### src/core/grt_defines.vh
// Constants for the graphics raster timing and pattern write block.
`ifndef GRT_DEFINES_VH
`define GRT_DEFINES_VH

`define GRT_DIV_LOAD     4'h7
`define GRT_DIV_TRAIN_B  4'h8
`define GRT_DIV_LAST     4'h9

`define GRT_WORD_LAST    5'h1F
`define GRT_WORD_RETRACE 5'h15
`define GRT_LINES        9'h186
`define GRT_LINE_MAX     9'h1FF

`define GRT_PHASE_LAST   4'hF
`define GRT_PHASE_MID    4'h7
`define GRT_PHASE_SOF    4'hE
`define GRT_SUB_ROW_ON   3'h1
`define GRT_SUB_MUX_ON   3'h2
`define GRT_SUB_COL_ON   3'h3
`define GRT_SUB_STB_OFF  3'h6
`define GRT_SUB_LOAD     3'h7

`define GRT_SOF_TERMINAL 5'h1E

`define GRT_MODE_CLEAR   2'h0
`define GRT_MODE_SET     2'h1
`define GRT_MODE_INVERT  2'h2
`define GRT_MODE_PATTERN 2'h3

`define GRT_SCALE_CARRY  4'hF

`define GRT_WS_IDLE      3'h0
`define GRT_WS_RD_WAIT   3'h1
`define GRT_WS_READ      3'h2
`define GRT_WS_WR_WAIT   3'h3
`define GRT_WS_WRITE     3'h4

`endif

### src/core/grt_pattern.v
// Scaled recirculating pattern and drawing mode data selection.
`timescale 1ns/1ns
`include "grt_defines.vh"

module grt_pattern (
  // Clock and reset
  input  wire       clk,
  input  wire       rst,
  // Pattern setup
  input  wire       pattern_write,
  input  wire [7:0] pattern_byte,
  input  wire [3:0] scale_value,
  // Per write
  input  wire       step,
  input  wire [1:0] mode,
  input  wire       old_bit,
  output reg        wr_bit,
  output reg        wr_enable
);

  reg  [7:0] pat_q;
  reg  [3:0] scale_cnt_q;
  reg  [3:0] scale_pre_q;
  wire       pat_bit;

  assign pat_bit = pat_q[0];

  always @(posedge clk) begin
    if (rst) begin
      pat_q       <= 8'hFF;
      scale_cnt_q <= `GRT_SCALE_CARRY;
      scale_pre_q <= `GRT_SCALE_CARRY;
    end else if (pattern_write) begin
      pat_q       <= pattern_byte;
      scale_pre_q <= ~(scale_value - 4'h1);
      scale_cnt_q <= ~(scale_value - 4'h1);
    end else if (step) begin
      if (scale_cnt_q == `GRT_SCALE_CARRY) begin
        pat_q       <= {pat_q[0], pat_q[7:1]};
        scale_cnt_q <= scale_pre_q;
      end else begin
        scale_cnt_q <= scale_cnt_q + 4'h1;
      end
    end
  end

  always @* begin
    wr_enable = pat_bit;
    case (mode)
      `GRT_MODE_CLEAR:   wr_bit = 1'b0;
      `GRT_MODE_SET:     wr_bit = 1'b1;
      `GRT_MODE_INVERT:  wr_bit = ~old_bit;
      `GRT_MODE_PATTERN: begin
        wr_bit    = pat_bit;
        wr_enable = 1'b1;
      end
      default:           wr_bit = 1'b0;
    endcase
  end

endmodule

### src/core/grt_raster.v
// Graphics raster timing, display fetch, video shift and dot write sequencing.
`timescale 1ns/1ns
`include "grt_defines.vh"

module grt_raster #(
  parameter [8:0] NUM_LINES = `GRT_LINES
) (
  // Clock and reset
  input  wire        clk,
  input  wire        rst,
  // Alphanumeric timing
  input  wire        char_load_strobe,
  input  wire        character_rate_clock,
  // Vector controller
  input  wire        dot_req,
  input  wire [8:0]  dot_x,
  input  wire [8:0]  dot_y,
  input  wire        draw_select_lo,
  input  wire        draw_select_hi,
  input  wire        pattern_write,
  input  wire [7:0]  pattern_byte,
  input  wire [3:0]  scale_value,
  output reg         dot_req_clear,
  // Display memory
  input  wire [15:0] mem_rdata,
  output reg  [13:0] mem_addr,
  output reg         graphics_row_strobe,
  output reg         row_column_select,
  output reg         graphics_column_strobe,
  output reg  [15:0] mem_bit_we,
  output reg  [15:0] mem_wdata,
  // Video
  output reg         graphics_dot_clock,
  output reg         display_cycle_phase,
  output reg         video_shift_load,
  output reg         graphics_horizontal_blank,
  output reg         serial_video,
  output reg         frame_start
);

  // Dot rate divider.
  reg  [3:0]  div_q;
  reg         div_run_q;
  wire        gdot_en;

  // The divider idles until the first character load strobe, so the graphics
  // dots keep a fixed phase to the character cells; later strobes are ignored.
  always @(posedge clk) begin
    if (rst) begin
      div_q     <= 4'h0;
      div_run_q <= 1'b0;
    end else if (char_load_strobe && !div_run_q) begin
      div_q     <= `GRT_DIV_LOAD;
      div_run_q <= 1'b1;
    end else if (div_run_q) begin
      div_q     <= (div_q == `GRT_DIV_LAST) ? `GRT_DIV_LOAD : div_q + 4'h1;
    end
  end

  // Train A fires on the preset state, train B one alpha dot later; the OR
  // gives two graphics dots every three alpha dots.
  assign gdot_en = div_run_q && ((div_q == `GRT_DIV_LOAD) ||
                                 (div_q == `GRT_DIV_TRAIN_B));

  // Raster counters.
  reg  [3:0]  phase_q;
  reg  [4:0]  word_q;
  reg  [8:0]  line_q;
  reg         retrace_q;
  reg         running_q;
  reg         skip_q;
  reg  [1:0]  stall_q;
  wire        stalled;
  wire        tick;
  wire        vert;
  wire        disp_off;

  assign stalled  = |stall_q;
  assign tick     = running_q && gdot_en && !stalled && !frame_start;
  assign vert     = (line_q >= NUM_LINES);
  assign disp_off = !running_q || retrace_q || vert;

  // The stall register freezes the phase counter for two dot ticks after each
  // line, which keeps the raster locked to the sweep at the cost of two dots.
  always @(posedge clk) begin
    if (rst) begin
      phase_q   <= 4'h0;
      word_q    <= 5'h00;
      line_q    <= 9'h000;
      retrace_q <= 1'b0;
      running_q <= 1'b0;
      skip_q    <= 1'b0;
      stall_q   <= 2'h0;
    end else if (frame_start) begin
      // Preset so the first word is fetched and loaded ten dots after start.
      phase_q   <= `GRT_PHASE_SOF;
      word_q    <= 5'h00;
      line_q    <= 9'h000;
      retrace_q <= 1'b0;
      running_q <= 1'b1;
      skip_q    <= 1'b1;
      stall_q   <= 2'h0;
    end else if (running_q && gdot_en && stalled) begin
      stall_q   <= {1'b0, stall_q[1]};
    end else if (tick) begin
      phase_q <= phase_q + 4'h1;
      if (phase_q == `GRT_PHASE_LAST) begin
        if (skip_q) begin
          skip_q <= 1'b0;
        end else if (word_q != `GRT_WORD_LAST) begin
          word_q <= word_q + 5'h01;
        end else if (!retrace_q) begin
          retrace_q <= 1'b1;
          word_q    <= `GRT_WORD_RETRACE;
        end else begin
          retrace_q <= 1'b0;
          word_q    <= 5'h00;
          stall_q   <= 2'h3;
          if (line_q != `GRT_LINE_MAX) begin
            line_q <= line_q + 9'h001;
          end
        end
      end
    end
  end

  // Frame start counts character clocks once the last line has gone.
  // The line counter saturates while the frame waits, so the screen stays
  // blank until frame start whatever the line count.
  reg  [4:0]  sof_cnt_q;
  reg         frame_start_count;

  always @(posedge clk) begin
    if (rst) begin
      sof_cnt_q         <= 5'h00;
      frame_start_count <= 1'b0;
      frame_start       <= 1'b0;
    end else if (character_rate_clock) begin
      frame_start <= frame_start_count;
      if (frame_start) begin
        sof_cnt_q         <= 5'h00;
        frame_start_count <= 1'b0;
        frame_start       <= 1'b0;
      end else if ((!running_q || vert) && !frame_start_count) begin
        sof_cnt_q <= sof_cnt_q + 5'h01;
        if (sof_cnt_q + 5'h01 == `GRT_SOF_TERMINAL) begin
          frame_start_count <= 1'b1;
        end
      end
    end
  end

  // Dot write sequencer.
  // A request is taken only at the end of a write half, so its read falls in
  // the next high half and its write in the one after. The pattern steps once
  // per write, whether the write is masked or not.
  reg  [2:0]  ws_q;
  reg  [15:0] rd_word_q;
  wire        end_low;
  wire        end_high;
  wire        wr_bit;
  wire        wr_enable;
  wire        ws_mem;
  wire        step;
  wire [15:0] bit_sel;

  assign end_low  = tick && (phase_q == `GRT_PHASE_MID);
  assign end_high = tick && (phase_q == `GRT_PHASE_LAST);
  assign ws_mem   = (ws_q == `GRT_WS_READ) || (ws_q == `GRT_WS_WRITE);
  assign step     = end_high && (ws_q == `GRT_WS_WRITE);
  assign bit_sel  = 16'h0001 << dot_x[3:0];

  always @(posedge clk) begin
    if (rst) begin
      ws_q      <= `GRT_WS_IDLE;
      rd_word_q <= 16'h0000;
    end else begin
      case (ws_q)
        `GRT_WS_IDLE: begin
          if (end_high && dot_req) begin
            ws_q <= `GRT_WS_RD_WAIT;
          end
        end
        `GRT_WS_RD_WAIT: begin
          if (end_low) begin
            ws_q <= `GRT_WS_READ;
          end
        end
        `GRT_WS_READ: begin
          if (end_high) begin
            // The word is kept for invert mode; the other modes ignore it.
            rd_word_q <= mem_rdata;
            ws_q      <= `GRT_WS_WR_WAIT;
          end
        end
        `GRT_WS_WR_WAIT: begin
          if (end_low) begin
            ws_q <= `GRT_WS_WRITE;
          end
        end
        `GRT_WS_WRITE: begin
          if (end_high) begin
            ws_q <= `GRT_WS_IDLE;
          end
        end
        default: ws_q <= `GRT_WS_IDLE;
      endcase
    end
  end

  grt_pattern i_grt_pattern (
    .clk           (clk),
    .rst           (rst),
    .pattern_write (pattern_write),
    .pattern_byte  (pattern_byte),
    .scale_value   (scale_value),
    .step          (step),
    .mode          ({draw_select_hi, draw_select_lo}),
    .old_bit       (|(rd_word_q & bit_sel)),
    .wr_bit        (wr_bit),
    .wr_enable     (wr_enable)
  );

  // Strobe generation from the low phase bits.
  wire [2:0]  sub;
  wire        low_half;
  wire        slot_on;

  // Sub-phase window shared by the three strobes and the write lane.
  function in_window;
    input [2:0] sub_phase;
    input [2:0] lo_sub;
    begin
      in_window = (sub_phase >= lo_sub) && (sub_phase <= `GRT_SUB_STB_OFF);
    end
  endfunction

  assign sub      = phase_q[2:0];
  assign low_half = !phase_q[3];
  // Display slot runs in the low half, write slot in the high half.
  assign slot_on  = running_q && !stalled &&
                    (low_half ? !disp_off : ws_mem);

  always @(posedge clk) begin
    if (rst) begin
      graphics_row_strobe    <= 1'b0;
      row_column_select      <= 1'b0;
      graphics_column_strobe <= 1'b0;
      mem_addr               <= 14'h0000;
      mem_bit_we             <= 16'h0000;
      mem_wdata              <= 16'h0000;
      dot_req_clear          <= 1'b0;
      display_cycle_phase    <= 1'b0;
      graphics_dot_clock     <= 1'b0;
    end else begin
      graphics_row_strobe    <= slot_on && in_window(sub, `GRT_SUB_ROW_ON);
      row_column_select      <= slot_on && in_window(sub, `GRT_SUB_MUX_ON);
      graphics_column_strobe <= slot_on && in_window(sub, `GRT_SUB_COL_ON);
      // Display address is line and word; dot address is Y and the X word.
      mem_addr <= low_half ? {line_q, word_q} : {dot_y, dot_x[8:4]};
      // Only the addressed lane is enabled, so the other fifteen dots of the
      // word are never rewritten, even in invert mode.
      if ((ws_q == `GRT_WS_WRITE) && wr_enable && !stalled &&
          in_window(sub, `GRT_SUB_COL_ON)) begin
        mem_bit_we <= bit_sel;
      end else begin
        mem_bit_we <= 16'h0000;
      end
      mem_wdata           <= {16{wr_bit}};
      dot_req_clear       <= step;
      display_cycle_phase <= phase_q[3];
      graphics_dot_clock  <= gdot_en;
    end
  end

  // Video shift register; blank forbids loading so retrace shifts zeros.
  reg  [15:0] shift_q;
  wire        load_now;

  assign load_now = tick && low_half && (sub == `GRT_SUB_LOAD) && !disp_off;

  always @(posedge clk) begin
    if (rst) begin
      shift_q                   <= 16'h0000;
      serial_video              <= 1'b0;
      video_shift_load          <= 1'b0;
      graphics_horizontal_blank <= 1'b1;
    end else begin
      video_shift_load          <= load_now;
      graphics_horizontal_blank <= disp_off;
      // Every dot tick sends one bit, the load tick too: it sends the last bit
      // of the old word, so all sixteen bits of each word reach the screen.
      if (running_q && gdot_en && !stalled) begin
        serial_video <= shift_q[15];
        if (load_now) begin
          shift_q <= mem_rdata;
        end else begin
          shift_q <= {shift_q[14:0], 1'b0};
        end
      end
    end
  end

endmodule

### config.mk
export PLATFORM = sky130hd
export DESIGN_NAME = grt_raster
export DESIGN_NICKNAME = d
export VERILOG_FILES = /design/src/core/grt_pattern.v /design/src/core/grt_raster.v
export VERILOG_INCLUDE_DIRS = /design/src /design/src/core
export SDC_FILE = /design/constraint.sdc
export NUM_CORES = 1
export LEC_CHECK = 0
export BUFFER_PORTS_ARGS = -buffer_cell sky130_fd_sc_hd__buf_2
export CAP_MARGIN = 5
export CELL_PAD_IN_SITES_DETAIL_PLACEMENT = 0
export CELL_PAD_IN_SITES_GLOBAL_PLACEMENT = 1
export CORE_ASPECT_RATIO = 1.25
export CORE_MARGIN = 4
export CORE_UTILIZATION = 41
export CTS_CLUSTER_SIZE = 12
export DETAILED_ROUTE_END_ITERATION = 10
export HOLD_SLACK_MARGIN = 0.02
export PLACE_DENSITY_LB_ADDON = 0.1
export SETUP_SLACK_MARGIN = 0.3
export SLEW_MARGIN = 20
export SYNTH_ARGS = -nofsm -noshare
export SYNTH_HDL_FRONTEND = slang
export SYNTH_SLANG_ARGS = --single-unit
### constraint.sdc
create_clock -name clk -period 2.6 [get_ports clk]
set_input_delay 0.52 -clock clk [delete_from_list [all_inputs] [get_ports clk]]
set_output_delay 0.52 -clock clk [all_outputs]
set_load 0.005 [all_outputs]
==> impl_metrics.toml <==
[run_status]
status = "complete, no violations"

[power]
power.leakage_nw = 2.75
ir_worst_vdd_uv = 449
power_density_mw_per_mm2 = 684

[grt]
antenna_found_initial = 0
met2_usage_pct = 31.2
grt_pass1_wl_um = 22600
grt_use_met3_pct = 4.80
grt_pass1_vias = 4851
grt_max_degree = 48
grt_remaining_overflow = 0
grt_usage_pct = 17.5
busiest_layer = "met2"
use_met1_pct = 19.5

[setup_path]
cp_cell_sequence = "ha_1 > nand3b_4 > a211o_1 > or3_4 > nand2_1 > a21oi_1"
regToRegSetupSlack_ns = 0.49
end_kind = "flop"
max_stage_delay_ns = 0.51
startpoint = "div_q[0]$_SDFFE_PP0P_"
r2r_cells = 6
cp.depth = 6
rr_startpoint = "div_q[0]$_SDFFE_PP0P_"
critPathCapture = "rd_word_q[6]$_SDFFE_PP0P_"
reg2reg_to = "rd_word_q[6]$_SDFFE_PP0P_"
start_kind = "flop"
critPathRequiredTime_ns = 2.88
crit_family = "simple AND/OR/NAND/NOR gates"
crit_buf_inv = 0
slowest_stage = "or3_4"
cp_data_arrival_time_ns = 2.39
crit_fanout = 16
crit_type = "flop to flop"

[finish]
fillCellCount = 1329
drive_above_1_share_pct = 22.1
diodes = 0
fin_nets = 827
area_growth_pct = 21.0

[synthesis]
synth_edf_count = 0
synth_fa_ha_area_share_pct = 3.72
yosysTopAreaCellShare_pct = 44.1
synth-simple-area-share_pct = 23.8
synth_compound_area_share_pct = 15.4
syn-num-nets = 745
synth_area_leaders = "dfxtp_1 44%, nand2_1 6.2%, nor2_1 5.4%"
synth-seq-cells = 126
synthArstFlopShare_pct = 0
yosys.area.top_type = "dfxtp_1"
yosys_warnings = 0
synthesis.instances = 674
synth_mux_area_share_pct = 3.89
ys_types = 58
synth_area_sq_mm = 0.00572
synthXorXnorAreaFrac_pct = 2.45
synth_top_flop_cell = "dfxtp_1"
synth_top_family_by_area = "simple AND/OR/NAND/NOR gates"
seq_area_frac_synth_pct = 44.1
avgSynthCellArea_sq_um = 8.49

[sta]
setup_violations = 0
skew_ns = 0.00668
rsz0062_at_grt = "no"
maxSlewViolCount = 0
max_freq_mhz = 475
holdWs_ns = 0.339
setup_ws_ns = 0.494
maxSlewHeadroom_pct = 60.6
period_share_pct = 81.0
hold_viol_final = 0
setup_tns_ns = 0
fin_crit_ns = 2.11
tightest_slew_ns = 0.590

[floorplanning]
row_count = 48
ios = 110
dieArea_sq_mm = 0.0159
die_y_um = 140
fp.dieW_um = 114
core_area_sq_mm = 0.0138
start_util_pct = 41.6

[detailed_routing]
drtIter0Drc = 257
wl_per_cell_um = 14.4
drc_errors = 0
vias = 4922
postRouteAntennaNets = 0
vias_per_cell = 5.21
dr.pass1.iters = 5
wirelength_um = 13600

[clock_network]
clk_pin_slew_worst_paths_ns = 0.06
cts_tree = "built"
clk-insertion-delay-late_ns = 0.41
cts.sinks = 126
postCtsSetupBuffers = 0
clock_path_buffers = 2
cts_max_level = 4
cts-hold-fix-buffers = 0
numCtsBuffers = 17
cts-root-buf = "clkbuf_16"

[placed_design]
portBuffers = 109
dpl.hpwl_um = 9710
globalplace.congestion = 0.834
dp_slack_ns = 0.192

[run]
cap_violations = 0

[worst_hold_path]
min_path_cells = 3
hp-class = "primary input to flop"
[worst reg2reg max path: stages, from the launching register on]
cell	delay (ns)
dfxtp_1	0.42
ha_1	0.28
nand3b_4	0.15
a211o_1	0.44
or3_4	0.51
nand2_1	0.11
a21oi_1	0.07
[synthesized netlist by cell type (2+ instances only)]
master and number:
a21o_1 3, nand3_1 12, nor4_1 3, nand4b_1 2, nand3b_4 2, a22oi_1 3, a32o_1 2, nor3b_1 4
or2_2 2, dfxtp_1 126, nand4_1 6, nor3_1 22, a211oi_1 16, o21bai_1 2, inv_1 21, o21ai_0 20
a311oi_1 18, mux2i_1 20, nand2_1 95, o31a_1 2, or3_1 5, o22a_1 2, and3_1 8, a21oi_1 46
mux2_2 2, nor4b_1 3, a31oi_1 5, nor2b_1 12, or3b_1 2, buf_2 5, xor2_1 8, nand3b_1 7
clkbuf_1 23, ha_1 17, buf_1 9, nor2_1 83, a21boi_0 2, xnor2_1 8, buf_4 20, nand2b_1 8
[stage by stage]
| stage | utilization [%] | cells | cell area [sq um] | total power [W] |
|---|---|---|---|---|
| 2_1_floorplan | - | 674 | 5720 | 0.00219 |
| 3_3_place_gp | 45.6 | 912 | 6280 | 0.00226 |
| 3_5_place_dp | 45.6 | 912 | 6280 | 0.00226 |
| 4_1_cts | 50.3 | 944 | 6920 | 0.00480 |
| 5_1_grt | 50.3 | 944 | 6920 | 0.00492 |
| 6_report | 50.3 | 944 | 6920 | 0.00473 |
[worst min path at each step]
stage | start | endpoint | slack (ns)
CTS | dot_y[2] | mem_addr[7]$_SDFF_PP0_ | 0.32
global route | dot_y[1] | mem_addr[6]$_SDFF_PP0_ | 0.34
global placement | rd_word_q[1]$_SDFFE_PP0P_ | rd_word_q[1]$_SDFFE_PP0P_ | 0.44
detailed placement | rd_word_q[9]$_SDFFE_PP0P_ | rd_word_q[9]$_SDFFE_PP0P_ | 0.44
floorplan | rd_word_q[11]$_SDFFE_PP0P_ | rd_word_q[11]$_SDFFE_PP0P_ | 0.43
finish | dot_y[1] | mem_addr[6]$_SDFF_PP0_ | 0.34
[what timing repair did]
| action | 4_1_cts | 5_1_grt |
|---|---|---|
| gates resized for setup | 1 | 5 |
| cloned | 0 | 0 |
| pin swaps | 0 | 0 |
| setup endpoints to repair | 16 | 19 |
[cell type report]
cell class | instances | area (sq um) | share of cell area, %
clock buffer | 21 | 470 | 6.80
clock inverter | 11 | 163 | 2.35
inverter | 21 | 78.8 | 1.14
multi-input combinational | 469 | 2830 | 40.9
sequential | 126 | 2520 | 36.5
tap | 175 | 219 | 3.16
timing repair buffer | 121 | 636 | 9.18
[kinds of logic after synthesis]
logic type / Yosys count
buffers and inverters: 79
and+or+nand+nor: 283
DFF: 126
muxes: 22
xor gates and xnor gates: 16
adders and majority gates: 17
AOI/OAI and AO/OA: 131
[report_power, final]
part	internal (W)	switching, W	leakage (nW)	total [W]
sequential	0.00196	0.0000257	1.02	0.00199
clock	0.00167	0.000840	0.305	0.00251
combinational	0.0000993	0.000136	1.42	0.000235
total	0.00373	0.00100	2.75	0.00473
[metal layers]
metal	part of all wire [%]	up-vias
met3	5.2	17
met4	1.7	0
met1	43	2279
met5	0	-
li1	-	2495
met2	50	131
[sequential cells by signal (all words and copies together), names as in the netlist, 5 cells and up]
register and count:
i_grt_pattern.pat_q 8, mem_bit_we 16, line_q 9, mem_addr 14, word_q 5, rd_word_q 16
shift_q 16, sof_cnt_q 5
[placed cells by master (no fill, tap or decap), types with 4 or more instances in the layout]
cell type / n
a211oi_1: 16
a21oi_1: 45
a311oi_1: 18
a31oi_1: 5
and3_1: 8
buf_2: 109
buf_4: 12
bufinv_16: 4
clkbuf_16: 17
clkinv_2: 4
dfxtp_1: 124
ha_1: 17
inv_1: 21
mux2i_1: 20
nand2_1: 95
nand2b_1: 8
nand3_1: 12
nand3b_1: 7
nand4_1: 6
nor2_1: 82
nor2b_1: 12
nor3_1: 22
nor3b_1: 4
o21ai_0: 20
or3_1: 4
xnor2_1: 8
xor2_1: 8
Power figures use the tool's default switching activity.
